[src/pkg/bpc_pkg.sv]
package bpc_pkg;
   localparam int          BPC_AW          = 6;
   // register byte addresses on the bus
   localparam logic [5:0]  BPC_A_CTRL      = 6'h00;
   localparam logic [5:0]  BPC_A_SYNC      = 6'h04;
   localparam logic [5:0]  BPC_A_D0L       = 6'h08;
   localparam logic [5:0]  BPC_A_D0H       = 6'h0c;
   localparam logic [5:0]  BPC_A_D1L       = 6'h10;
   localparam logic [5:0]  BPC_A_D1H       = 6'h14;
   localparam logic [5:0]  BPC_A_D2L       = 6'h18;
   localparam logic [5:0]  BPC_A_D2H       = 6'h1c;
   localparam logic [5:0]  BPC_A_PRL       = 6'h20;
   localparam logic [5:0]  BPC_A_PRH       = 6'h24;
   localparam logic [5:0]  BPC_A_CNTL      = 6'h28;
   localparam logic [5:0]  BPC_A_CNTH      = 6'h2c;
   localparam logic [5:0]  BPC_A_PHASE     = 6'h30;
   localparam logic [5:0]  BPC_A_STAT      = 6'h34;
   // control register fields
   localparam int          BPC_F_RELOAD    = 0;
   localparam int          BPC_F_IRQ_LO    = 1;
   localparam int          BPC_F_ENABLE    = 3;
   localparam int          BPC_F_CKS_LO    = 4;
   localparam int          BPC_F_ALIGN_HI  = 7;
   // sync control fields
   localparam int          BPC_F_MIRROR    = 0;
   localparam int          BPC_F_SU_EN     = 1;
   localparam int          BPC_F_SU_REQ    = 2;
   localparam int          BPC_F_FAST      = 3;
   localparam logic [7:0]  BPC_CTRL_RST    = 8'h00;
   localparam logic [3:0]  BPC_SYNC_RST    = 4'h0;
   localparam logic [9:0]  BPC_VAL_RST     = 10'h000;
   localparam logic [1:0]  BPC_RESP_OKAY   = 2'b00;
   localparam logic [1:0]  BPC_RESP_SLVERR = 2'b10;
   typedef enum logic [1:0] {BPC_IRQ_NONE, BPC_IRQ_UP, BPC_IRQ_DOWN, BPC_IRQ_BOTH} bpc_irq_t;
endpackage

[src/rtl/bpc_pwm.sv]
`timescale 1ns/10ps
// Notes on behaviour
// - one 10-bit counter; period and three duty values are 10-bit software values.
// - align code 00/01 edge aligned, 10 and 11 both center aligned; the low align bit has no effect.
// - counter clock is system clock divided by 1, 2, 4 or 8.
// - enable low stops counting and forces the modulated outputs off.
// - center duty-match event gated by direction field: none, up, down, both.
// - with reload set, period and duties go active only at overflow or underflow.
// - period and duty registers read back as zero.
// - high byte write only fills a hidden 2-bit holding buffer.
// - low byte write stores low byte and copies held bits into high byte.
// - two read-only registers show the live counter, low 8 and high 2 bits.
// - mirror set with reload: phase 0 duty writes also load phases 1 and 2.
// - sync-update enable with reload commits all three duties together.
// - sync request makes hardware commit all duties, then clears the request.
// - fast change clear: new phase takes effect at end of the period.
// - fast change set: new phase takes effect immediately.
// - high and low drive of one pair both on forces all drives off.
// - edge period is value plus one clocks, duty is value; period never zero.
// - center period is twice the value, duty twice the value minus one.
module bpc_pwm
   import bpc_pkg::*;
(
   input  wire logic        aclk,
   input  wire logic        aresetn,
   input  wire logic [5:0]  s_axi_awaddr,
   input  wire logic        s_axi_awvalid,
   output logic             s_axi_awready,
   input  wire logic [31:0] s_axi_wdata,
   input  wire logic [3:0]  s_axi_wstrb,
   input  wire logic        s_axi_wvalid,
   output logic             s_axi_wready,
   output logic [1:0]       s_axi_bresp,
   output logic             s_axi_bvalid,
   input  wire logic        s_axi_bready,
   input  wire logic [5:0]  s_axi_araddr,
   input  wire logic        s_axi_arvalid,
   output logic             s_axi_arready,
   output logic [31:0]      s_axi_rdata,
   output logic [1:0]       s_axi_rresp,
   output logic             s_axi_rvalid,
   input  wire logic        s_axi_rready,
   output logic [2:0]       modulated_output,
   output logic [5:0]       gate_drive,
   output logic             duty_match_event,
   output logic             period_event
);
   // bus write and read path
   logic [5:0]  awaddr_q;
   logic        aw_have_q;
   logic [31:0] wdata_q;
   logic        wstrb0_q;
   logic        w_have_q;
   logic        wr_fire;
   logic        wr_ok;
   logic [5:0]  araddr;
   logic        rd_ok;
   logic [31:0] rd_data;

   // software registers
   logic [7:0]  ctrl_q;
   logic [3:0]  sync_q;
   logic [1:0]  hold_q;
   logic [9:0]  prd_sw_q;
   logic [9:0]  duty_sw_q [3];
   logic [9:0]  prd_act_q;
   logic [9:0]  duty_act_q [3];
   logic [5:0]  phase_sw_q;
   logic [5:0]  phase_act_q;
   logic        fault_q;

   // counter
   logic [9:0]  cnt_q;
   logic        down_q;
   logic [2:0]  div_q;
   logic        tick;
   logic        wrap;
   logic        center;
   logic        enable;
   logic        reload;
   logic [2:0]  pwm_raw;
   logic [5:0]  drive_raw;
   logic        clash;
   logic        su_req_set;
   logic        su_commit;

   assign enable = ctrl_q[BPC_F_ENABLE];
   assign reload = ctrl_q[BPC_F_RELOAD];
   assign center = ctrl_q[BPC_F_ALIGN_HI];
   assign wr_fire = aw_have_q && w_have_q && !s_axi_bvalid;
   assign wr_ok = wr_fire && wstrb0_q;

   always_ff @(posedge aclk) begin
      if (!aresetn) begin
         aw_have_q     <= 1'b0;
         w_have_q      <= 1'b0;
         awaddr_q      <= 6'h00;
         wdata_q       <= 32'h0;
         wstrb0_q      <= 1'b0;
         s_axi_awready <= 1'b0;
         s_axi_wready  <= 1'b0;
         s_axi_bvalid  <= 1'b0;
         s_axi_bresp   <= BPC_RESP_OKAY;
      end else begin
         s_axi_awready <= !aw_have_q && !s_axi_awready && !s_axi_bvalid;
         s_axi_wready  <= !w_have_q && !s_axi_wready && !s_axi_bvalid;
         if (s_axi_awvalid && s_axi_awready) begin
            aw_have_q <= 1'b1;
            awaddr_q  <= s_axi_awaddr;
            s_axi_awready <= 1'b0;
         end
         if (s_axi_wvalid && s_axi_wready) begin
            w_have_q <= 1'b1;
            wdata_q  <= s_axi_wdata;
            wstrb0_q <= s_axi_wstrb[0];
            s_axi_wready <= 1'b0;
         end
         if (wr_fire) begin
            aw_have_q    <= 1'b0;
            w_have_q     <= 1'b0;
            s_axi_bvalid <= 1'b1;
            s_axi_bresp  <= (awaddr_q > BPC_A_PHASE || awaddr_q == BPC_A_CNTL ||
                             awaddr_q == BPC_A_CNTH) ? BPC_RESP_SLVERR : BPC_RESP_OKAY;
         end else if (s_axi_bvalid && s_axi_bready) begin
            s_axi_bvalid <= 1'b0;
         end
      end
   end

   // read path: one outstanding read, answered at the same edge that takes the address
   assign araddr = s_axi_araddr;
   assign rd_ok  = araddr <= BPC_A_STAT;
   always_comb begin
      rd_data = 32'h0;
      case (araddr)
         BPC_A_CTRL:  rd_data = {24'h0, ctrl_q};
         BPC_A_SYNC:  rd_data = {28'h0, sync_q};
         BPC_A_CNTL:  rd_data = {24'h0, cnt_q[7:0]};
         BPC_A_CNTH:  rd_data = {30'h0, cnt_q[9:8]};
         BPC_A_PHASE: rd_data = {26'h0, phase_sw_q};
         BPC_A_STAT:  rd_data = {29'h0, fault_q, down_q, enable};
         default:     rd_data = 32'h0;
      endcase
   end

   always_ff @(posedge aclk) begin
      if (!aresetn) begin
         s_axi_arready <= 1'b0;
         s_axi_rvalid  <= 1'b0;
         s_axi_rdata   <= 32'h0;
         s_axi_rresp   <= BPC_RESP_OKAY;
      end else begin
         s_axi_arready <= !s_axi_arready && !s_axi_rvalid && s_axi_arvalid;
         if (s_axi_arvalid && s_axi_arready) begin
            s_axi_arready <= 1'b0;
            s_axi_rvalid  <= 1'b1;
            s_axi_rdata   <= rd_data;
            s_axi_rresp   <= rd_ok ? BPC_RESP_OKAY : BPC_RESP_SLVERR;
         end else if (s_axi_rvalid && s_axi_rready) begin
            s_axi_rvalid <= 1'b0;
         end
      end
   end

   // control registers; hardware clear of the sync request loses to a software set
   assign su_req_set = wr_ok && awaddr_q == BPC_A_SYNC && wdata_q[BPC_F_SU_REQ];
   assign su_commit  = sync_q[BPC_F_SU_REQ] && sync_q[BPC_F_SU_EN] && reload && wrap;
   always_ff @(posedge aclk) begin
      if (!aresetn) begin
         ctrl_q     <= BPC_CTRL_RST;
         sync_q     <= BPC_SYNC_RST;
         phase_sw_q <= 6'h00;
      end else begin
         if (wr_ok && awaddr_q == BPC_A_CTRL) begin
            ctrl_q <= wdata_q[7:0];
         end
         if (wr_ok && awaddr_q == BPC_A_PHASE) begin
            phase_sw_q <= wdata_q[5:0];
         end
         if (wr_ok && awaddr_q == BPC_A_SYNC) begin
            sync_q <= wdata_q[3:0];
         end else if (su_commit) begin
            sync_q[BPC_F_SU_REQ] <= 1'b0;
         end
         if (su_req_set) begin
            sync_q[BPC_F_SU_REQ] <= 1'b1;
         end
      end
   end

   // period and duty buffers with two-step byte loading
   always_ff @(posedge aclk) begin
      if (!aresetn) begin
         hold_q   <= 2'b00;
         prd_sw_q <= BPC_VAL_RST;
         for (int i = 0; i < 3; i++) begin
            duty_sw_q[i] <= BPC_VAL_RST;
         end
      end else if (wr_ok) begin
         case (awaddr_q)
            BPC_A_D0H, BPC_A_D1H, BPC_A_D2H, BPC_A_PRH: begin
               hold_q <= wdata_q[1:0];
            end
            BPC_A_PRL: begin
               prd_sw_q <= {hold_q, wdata_q[7:0]};
            end
            BPC_A_D0L: begin
               duty_sw_q[0] <= {hold_q, wdata_q[7:0]};
               if (sync_q[BPC_F_MIRROR] && reload) begin
                  duty_sw_q[1] <= {hold_q, wdata_q[7:0]};
                  duty_sw_q[2] <= {hold_q, wdata_q[7:0]};
               end
            end
            BPC_A_D1L: begin
               duty_sw_q[1] <= {hold_q, wdata_q[7:0]};
            end
            BPC_A_D2L: begin
               duty_sw_q[2] <= {hold_q, wdata_q[7:0]};
            end
            default: begin
               hold_q <= hold_q;
            end
         endcase
      end
   end

   // counter clock divider
   always_ff @(posedge aclk) begin
      if (!aresetn || !enable) begin
         div_q <= 3'h0;
      end else begin
         div_q <= div_q + 3'h1;
      end
   end

   always_comb begin
      case (ctrl_q[BPC_F_CKS_LO +: 2])
         2'b00:   tick = enable;
         2'b01:   tick = enable && div_q[0];
         2'b10:   tick = enable && div_q[1:0] == 2'b11;
         default: tick = enable && div_q == 3'b111;
      endcase
   end

   // wrap marks overflow at the top in edge mode, underflow as the count drops from one to zero in center mode
   assign wrap = tick && (center ? (down_q && cnt_q <= 10'h001)
                                 : (cnt_q >= prd_act_q));

   always_ff @(posedge aclk) begin
      if (!aresetn) begin
         cnt_q  <= 10'h000;
         down_q <= 1'b0;
      end else if (!enable) begin
         cnt_q  <= 10'h000;
         down_q <= 1'b0;
      end else if (tick) begin
         if (!center) begin
            cnt_q  <= wrap ? 10'h000 : cnt_q + 10'h001;
            down_q <= 1'b0;
         end else if (!down_q) begin
            if (cnt_q >= prd_act_q) begin
               down_q <= 1'b1;
               // a zero period must not roll the count over to the top
               cnt_q  <= (cnt_q == 10'h000) ? 10'h000 : cnt_q - 10'h001;
            end else begin
               cnt_q <= cnt_q + 10'h001;
            end
         end else if (wrap) begin
            // bottom is visited once, so a period is exactly 2*period ticks
            cnt_q  <= 10'h000;
            down_q <= 1'b0;
         end else begin
            cnt_q <= cnt_q - 10'h001;
         end
      end
   end

   // active values; with the sync mode armed, duties move only on a request
   always_ff @(posedge aclk) begin
      if (!aresetn) begin
         prd_act_q <= BPC_VAL_RST;
         for (int i = 0; i < 3; i++) begin
            duty_act_q[i] <= BPC_VAL_RST;
         end
      end else if (reload && wrap) begin
         prd_act_q <= prd_sw_q;
         if (!sync_q[BPC_F_SU_EN] || su_commit) begin
            for (int i = 0; i < 3; i++) begin
               duty_act_q[i] <= duty_sw_q[i];
            end
         end
      end
   end

   // phase pattern: fast mode follows at once, otherwise at the period boundary
   always_ff @(posedge aclk) begin
      if (!aresetn) begin
         phase_act_q <= 6'h00;
      end else if (sync_q[BPC_F_FAST] || wrap || !enable) begin
         phase_act_q <= phase_sw_q;
      end
   end

   // edge: high while count below duty; center: 2*duty-1 clocks around zero
   always_comb begin
      for (int i = 0; i < 3; i++) begin
         if (center) begin
            pwm_raw[i] = (duty_act_q[i] != 10'h000) && (cnt_q < duty_act_q[i]);
         end else begin
            pwm_raw[i] = cnt_q < duty_act_q[i];
         end
         drive_raw[2*i]   = phase_act_q[2*i] && pwm_raw[i];
         drive_raw[2*i+1] = phase_act_q[2*i+1] && !pwm_raw[i];
      end
   end

   assign clash = (drive_raw[0] && drive_raw[1]) || (drive_raw[2] && drive_raw[3]) ||
                  (drive_raw[4] && drive_raw[5]);

   always_ff @(posedge aclk) begin
      if (!aresetn) begin
         modulated_output <= 3'b000;
         gate_drive       <= 6'h00;
         fault_q          <= 1'b0;
         duty_match_event <= 1'b0;
         period_event     <= 1'b0;
      end else begin
         modulated_output <= enable ? pwm_raw : 3'b000;
         gate_drive       <= (enable && !clash) ? drive_raw : 6'h00;
         fault_q          <= enable && clash;
         period_event     <= wrap;
         case (bpc_irq_t'(ctrl_q[BPC_F_IRQ_LO +: 2]))
            BPC_IRQ_UP:   duty_match_event <= center && tick && !down_q &&
                                              cnt_q == duty_act_q[0];
            BPC_IRQ_DOWN: duty_match_event <= center && tick && down_q &&
                                              cnt_q == duty_act_q[0];
            BPC_IRQ_BOTH: duty_match_event <= center && tick && cnt_q == duty_act_q[0];
            default:      duty_match_event <= 1'b0;
         endcase
      end
   end
endmodule

[config.mk]
export PLATFORM = sky130hd
export DESIGN_NAME = bpc_pwm
export DESIGN_NICKNAME = d
export VERILOG_FILES = /design/src/pkg/bpc_pkg.sv /design/src/rtl/bpc_pwm.sv
export SDC_FILE = /design/constraint.sdc
export NUM_CORES = 1
export LEC_CHECK = 0
export CORE_UTILIZATION = 64
export CTS_CLUSTER_SIZE = 24
export DETAILED_ROUTE_END_ITERATION = 6
export DONT_BUFFER_PORTS = 1
export PLACE_DENSITY = 0.8
export RECOVER_POWER = 25
export SYNTH_ARGS = -nofsm -noshare
export SYNTH_HDL_FRONTEND = slang
export SYNTH_SLANG_ARGS = --single-unit
[constraint.sdc]
create_clock -name aclk -period 4.1 [get_ports aclk]
set_input_delay 0.82 -clock aclk [delete_from_list [all_inputs] [get_ports aclk]]
set_output_delay 0.82 -clock aclk [all_outputs]
set_load 0.05 [all_outputs]
After elaboration in Yosys (flattened, before gate mapping) --
Memories as Yosys holds them, arrays and structs flattened. Cells that the tools add are included. W data, S select, Z words.
Operators by class: add/subtract/negate cells 3, magnitude comparators 7, equality and inequality tests 25, multiplexer cells 56, bitwise logic cells 9, reduce and logical (&&, ||, !) cells 90
Operator list (count):
- $mux W10 | 14
- $eq A6 B6 Y1 const B | 9
- $logic_and A1 B1 Y1 | 48
- $pmux W8 S6 | 1
- $mux W1 | 37
- $lt A10 B10 Y1 | 3
- $reduce_bool A10 Y1 | 3
- $eq A6 B5 Y1 const B | 4
- $logic_not A1 Y1 | 15
- $eq A6 B3 Y1 const B | 2
- $eq A6 B4 Y1 const B | 2
- $logic_not A6 Y1 | 2
- $add A10 B1 Y10 const B | 1
- $eq A10 B10 Y1 | 1
- $ge A10 B10 Y1 | 1
- $le A10 B1 Y1 const B | 1
- $logic_not A10 Y1 | 1
- $sub A10 B1 Y10 const B | 1
- $eq A2 B2 Y1 const B | 4
- $logic_or A1 B1 Y1 | 8
- $or A1 B1 Y1 | 8
- $reduce_and A2 Y1 | 4
- $reduce_or A2 Y1 | 4
- $gt A6 B6 Y1 const B | 1
- other kinds (11) | 15
Word-level totals: register bits after elaboration 130, memory bits (writable) 60, output and inout port bits 52, logic and storage cells 221, memories kept 2
Memory list:
- duty_act_q | words 3, width 10, rd ports 3, clocked after memory_dff 0, write ports 3, line bpc_pwm.sv:67 | logic [9:0] duty_act_q [3];
- duty_sw_q | words 3, width 10, rd ports 3, clocked after memory_dff 0, write ports 3, line bpc_pwm.sv:65 | logic [9:0] duty_sw_q [3];

Logic depth before layout (Yosys ltp) --
An unclocked memory read counts as a cell.
depth in word-level cells 12, mapped depth 12, depth with buffers taken out 9

Worst setup path before layout --
No wires, ideal clock.
kind reg2reg, start reg cnt_q[0], end mem duty_act_q[0][0], enable pin, library setup time 387 ps, arrival 2833 ps, required time 3713 ps, slack 879 ps, stages on the path, launching flop included 12, path buffers 2, cells stage by stage dfxtp_1 clkbuf_1 inv_1 ha_1 nand2b_1 a211oi_1 nor3_1 o21ai_1 a21oi_4 buf_6 nand2_1 nand2_1
RTL lines:
- start, declared | line bpc_pwm.sv:73 | logic [9:0] cnt_q;
- start signal, assigned | line bpc_pwm.sv:258 | cnt_q <= wrap ? 10'h000 : cnt_q + 10'h001;
- start signal, assigned | line bpc_pwm.sv:264 | cnt_q <= (cnt_q == 10'h000) ? 10'h000 : cnt_q - 10'h001;
- start signal, assigned | line bpc_pwm.sv:266 | cnt_q <= cnt_q + 10'h001;
- end, declared | line bpc_pwm.sv:67

==> run_results.csv <==
group,metric,value,unit
outcome,status,"complete, no violations",
cells_and_area,final_area,8990,µm²
timing,rsz0062_at_grt,"false",
timing,period_share,81.4,%
cells_and_area,num_antenna_cells,0,
timing,finalSetupTns,0,ps
logic_synthesis,synthAdderAreaFrac,7.04,%
cts,cts_htree_levels,4,
logic_synthesis,synth-seq-cells,164,
timing,tightest_slew,884,ps
timing,skew,12.1,ps
floorplan,die_h,116,µm
setup_path,cp_max_fo,30,
cells_and_area,fin_nets,948,
logic_synthesis,synth_top_family_by_area,"simple AND/OR/NAND/NOR gates",
drt,via_per_inst,5.99,
drt,route.detailed.drc,0,
cells_and_area,final_cell_mix,"dfxtp_1, nand2_1, and2_1",
timing,fmax,0.300,GHz
logic_synthesis,yosys.area_share.simple,20.5,%
cts,cts_buffer_depth,2,
cts,post-cts-setup-buffers,0,
cells_and_area,n_fill_cell,901,
logic_synthesis,synth_area,8360,µm²
placed_design,portBuffers,0,
logic_synthesis,synth_warnings,0,
logic_synthesis,synth_top_area_cell,"dfxtp_1",
drt,drt_iter0_drc,547,
drt,dr.pass1.iters,7,
logic_synthesis,synth_compound_area_share,12.7,%
cells_and_area,drive_above_1_share,6.40,%
global_route,grt_use_total,29.0,%
floorplan,start_util,66.0,%
logic_synthesis,syn_area_per_cell,9.73,µm²
setup_path,setup.worst_path.end_class,"flop",
min_path,hold_class,"flop to flop",
setup_path,worst-r2r-cell-count,10,
setup_path,critPathKind,"flop to flop",
timing,slew_violations,0,
floorplan,placementRows,41,
cts,cts.sinks,164,
drt,drt-total-wl,18700,µm
logic_synthesis,synth-edff-count,60,
timing,setup_viol,0,
setup_path,critPathRequiredTime,4180,ps
min_path,worstHoldStart,"phase_act_q[4]",
timing,period_minus_slack,3340,ps
setup_path,cp.arrival,3420,ps
timing,slew_headroom,40.9,%
logic_synthesis,synth_xor_area_share,1.26,%
logic_synthesis,synth.top_cell.area_share,24.9,%
cells_and_area,multi_input_area,3980,µm²
cts,clk_latency,420,ps
cts,cts_hold_buf,0,
placed_design,postPlaceCellArea,8380,µm²
global_route,grt_max_degree,98,
global_route,grt_pass1_vias,5796,
floorplan,io_pins,107,
drt,wl_per_cell,18.1,µm
logic_synthesis,ys_types,65,
cells_and_area,regArea,3880,µm²
floorplan,die_area,13500,µm²
power,power_density,391,nW/µm²
global_route,grt_pass1_wl,28900,µm
cts,cts_made_buffers,17,
drt,ant_nets,0,
drt,num_vias,6172,
global_route,overflow,0,
logic_synthesis,synthMuxAreaShare,4.93,%
floorplan,core-area,12700,µm²
run,max-cap-violations,0,
cts,clk_pin_slew,60,ps
setup_path,critPathLaunch,"cnt_q[0]",
logic_synthesis,syn_inst,859,
global_route,antenna_found_initial,0,
cts,ctsRootBufferMaster,"clkbuf_16",
setup_path,regToRegStartpoint,"cnt_q[0]",
placed_design,place_congestion,0.893,
floorplan,fp.dieW,116,µm
cts,cts_tree,"yes",
logic_synthesis,ys_dominant_reg_cell,"dfxtp_1",
timing,hold_violations,0,
logic_synthesis,synthArstFlopShare,0,%
logic_synthesis,yosys-top-cells-area,"dfxtp_1, edfxtp_1, ha_1",
cells_and_area,mostFrequentLayoutCell,"dfxtp_1",
cells_and_area,area_growth,7.59,%
placed_design,hpwl,13000,µm
setup_path,cp-start-kind,"flop",
power,ir_drop,424,µV
cts,post_cts_resized,0,
power,power.leakage,3.61,nW
min_path,hold_path_depth,2,
logic_synthesis,ys_seq_area_share,46.5,%
-- report_power, final --
part,total (mW),internal (mW),switching [mW]
Clock,1.62,0.986,0.636
Combinational,0.131,0.0332,0.0977
Sequential,1.77,1.72,0.0483
Total,3.52,2.74,0.782
-- synth_stat cells, drive strengths merged (11+ instances only) --
cell type and instances:
clkbuf 39, o21ai 28, dfxtp 104, nor2 24, a21o 11, nor3 17, and2 76, inv 50
nor2b 37, nand2 86, a21boi 24, ha 47, mux2i 40, a21oi 26, edfxtp 60, nand3 23
buf 34
-- registers in the layout, indices dropped and copies added (netlist names), 8 cells and up --
name,flops
ctrl_q,8
prd_sw_q,10
duty_act_q,30
prd_act_q,10
cnt_q,10
s_axi_rdata,8
wdata_q,8
duty_sw_q,30
-- cell type report --
cell class                 instances  area share [%]
tap                              172            2.39
clock inverter                     7           0.849
multi-input combinational        598            44.2
inverter                          50            2.09
timing repair buffer              15            1.25
clock buffer                      25            6.00
sequential                       164            43.2
-- worst max-delay path, stage by stage (launching register included) --
cell	delay, ps
dfxtp_1	630
inv_1	260
ha_1	330
nand2b_1	100
a211oi_1	70
nor3_1	580
o21ai_1	310
a21oi_4	220
nand2_1	70
nand2_1	70
buf_4	340
-- layer usage --
layer / GRT usage [%] / vias up / share of wire (%)
met3: 7.01 / 51 / 6.4
met4: 12.8 / 0 / 3.0
met2: 47.5 / 272 / 48
met1: 36.4 / 2922 / 42
met5: 0 / - / 0
li1: - / 2927 / -
-- logic make-up (layout without fill, tap and decap cells) --
logic type,count (synthesis),in the layout
mux,41,41
xor+xnor,12,12
other cells,1,27
simple gates,317,317
flops,164,164
compound gates,154,154
fa+ha+maj,47,47
buf+inv,123,97
-- through the flow --
step / hold WS (ps) / cells / utilization [%] / power (mW) / worst slack (ps)
2_1_floorplan: 410 / 885 / - / 1.93 / 879
3_3_place_gp: 426 / 999 / 66.1 / 1.92 / 896
3_5_place_dp: 438 / 999 / 66.1 / 1.93 / 893
4_1_cts: 449 / 1031 / 71.0 / 3.53 / 842
5_1_grt: 472 / 1031 / 71.0 / 3.62 / 534
6_report: 448 / 1031 / 71.0 / 3.52 / 762
-- worst paths after layout --
check | to | slack (ps)
setup / recovery | duty_act_q[0][28] | 760
hold / removal | gate_drive[4] | 450
setup reg to reg | duty_act_q[0][28] | 760
hold reg to reg | gate_drive[4] | 450
Power figures use the tool's default switching activity.
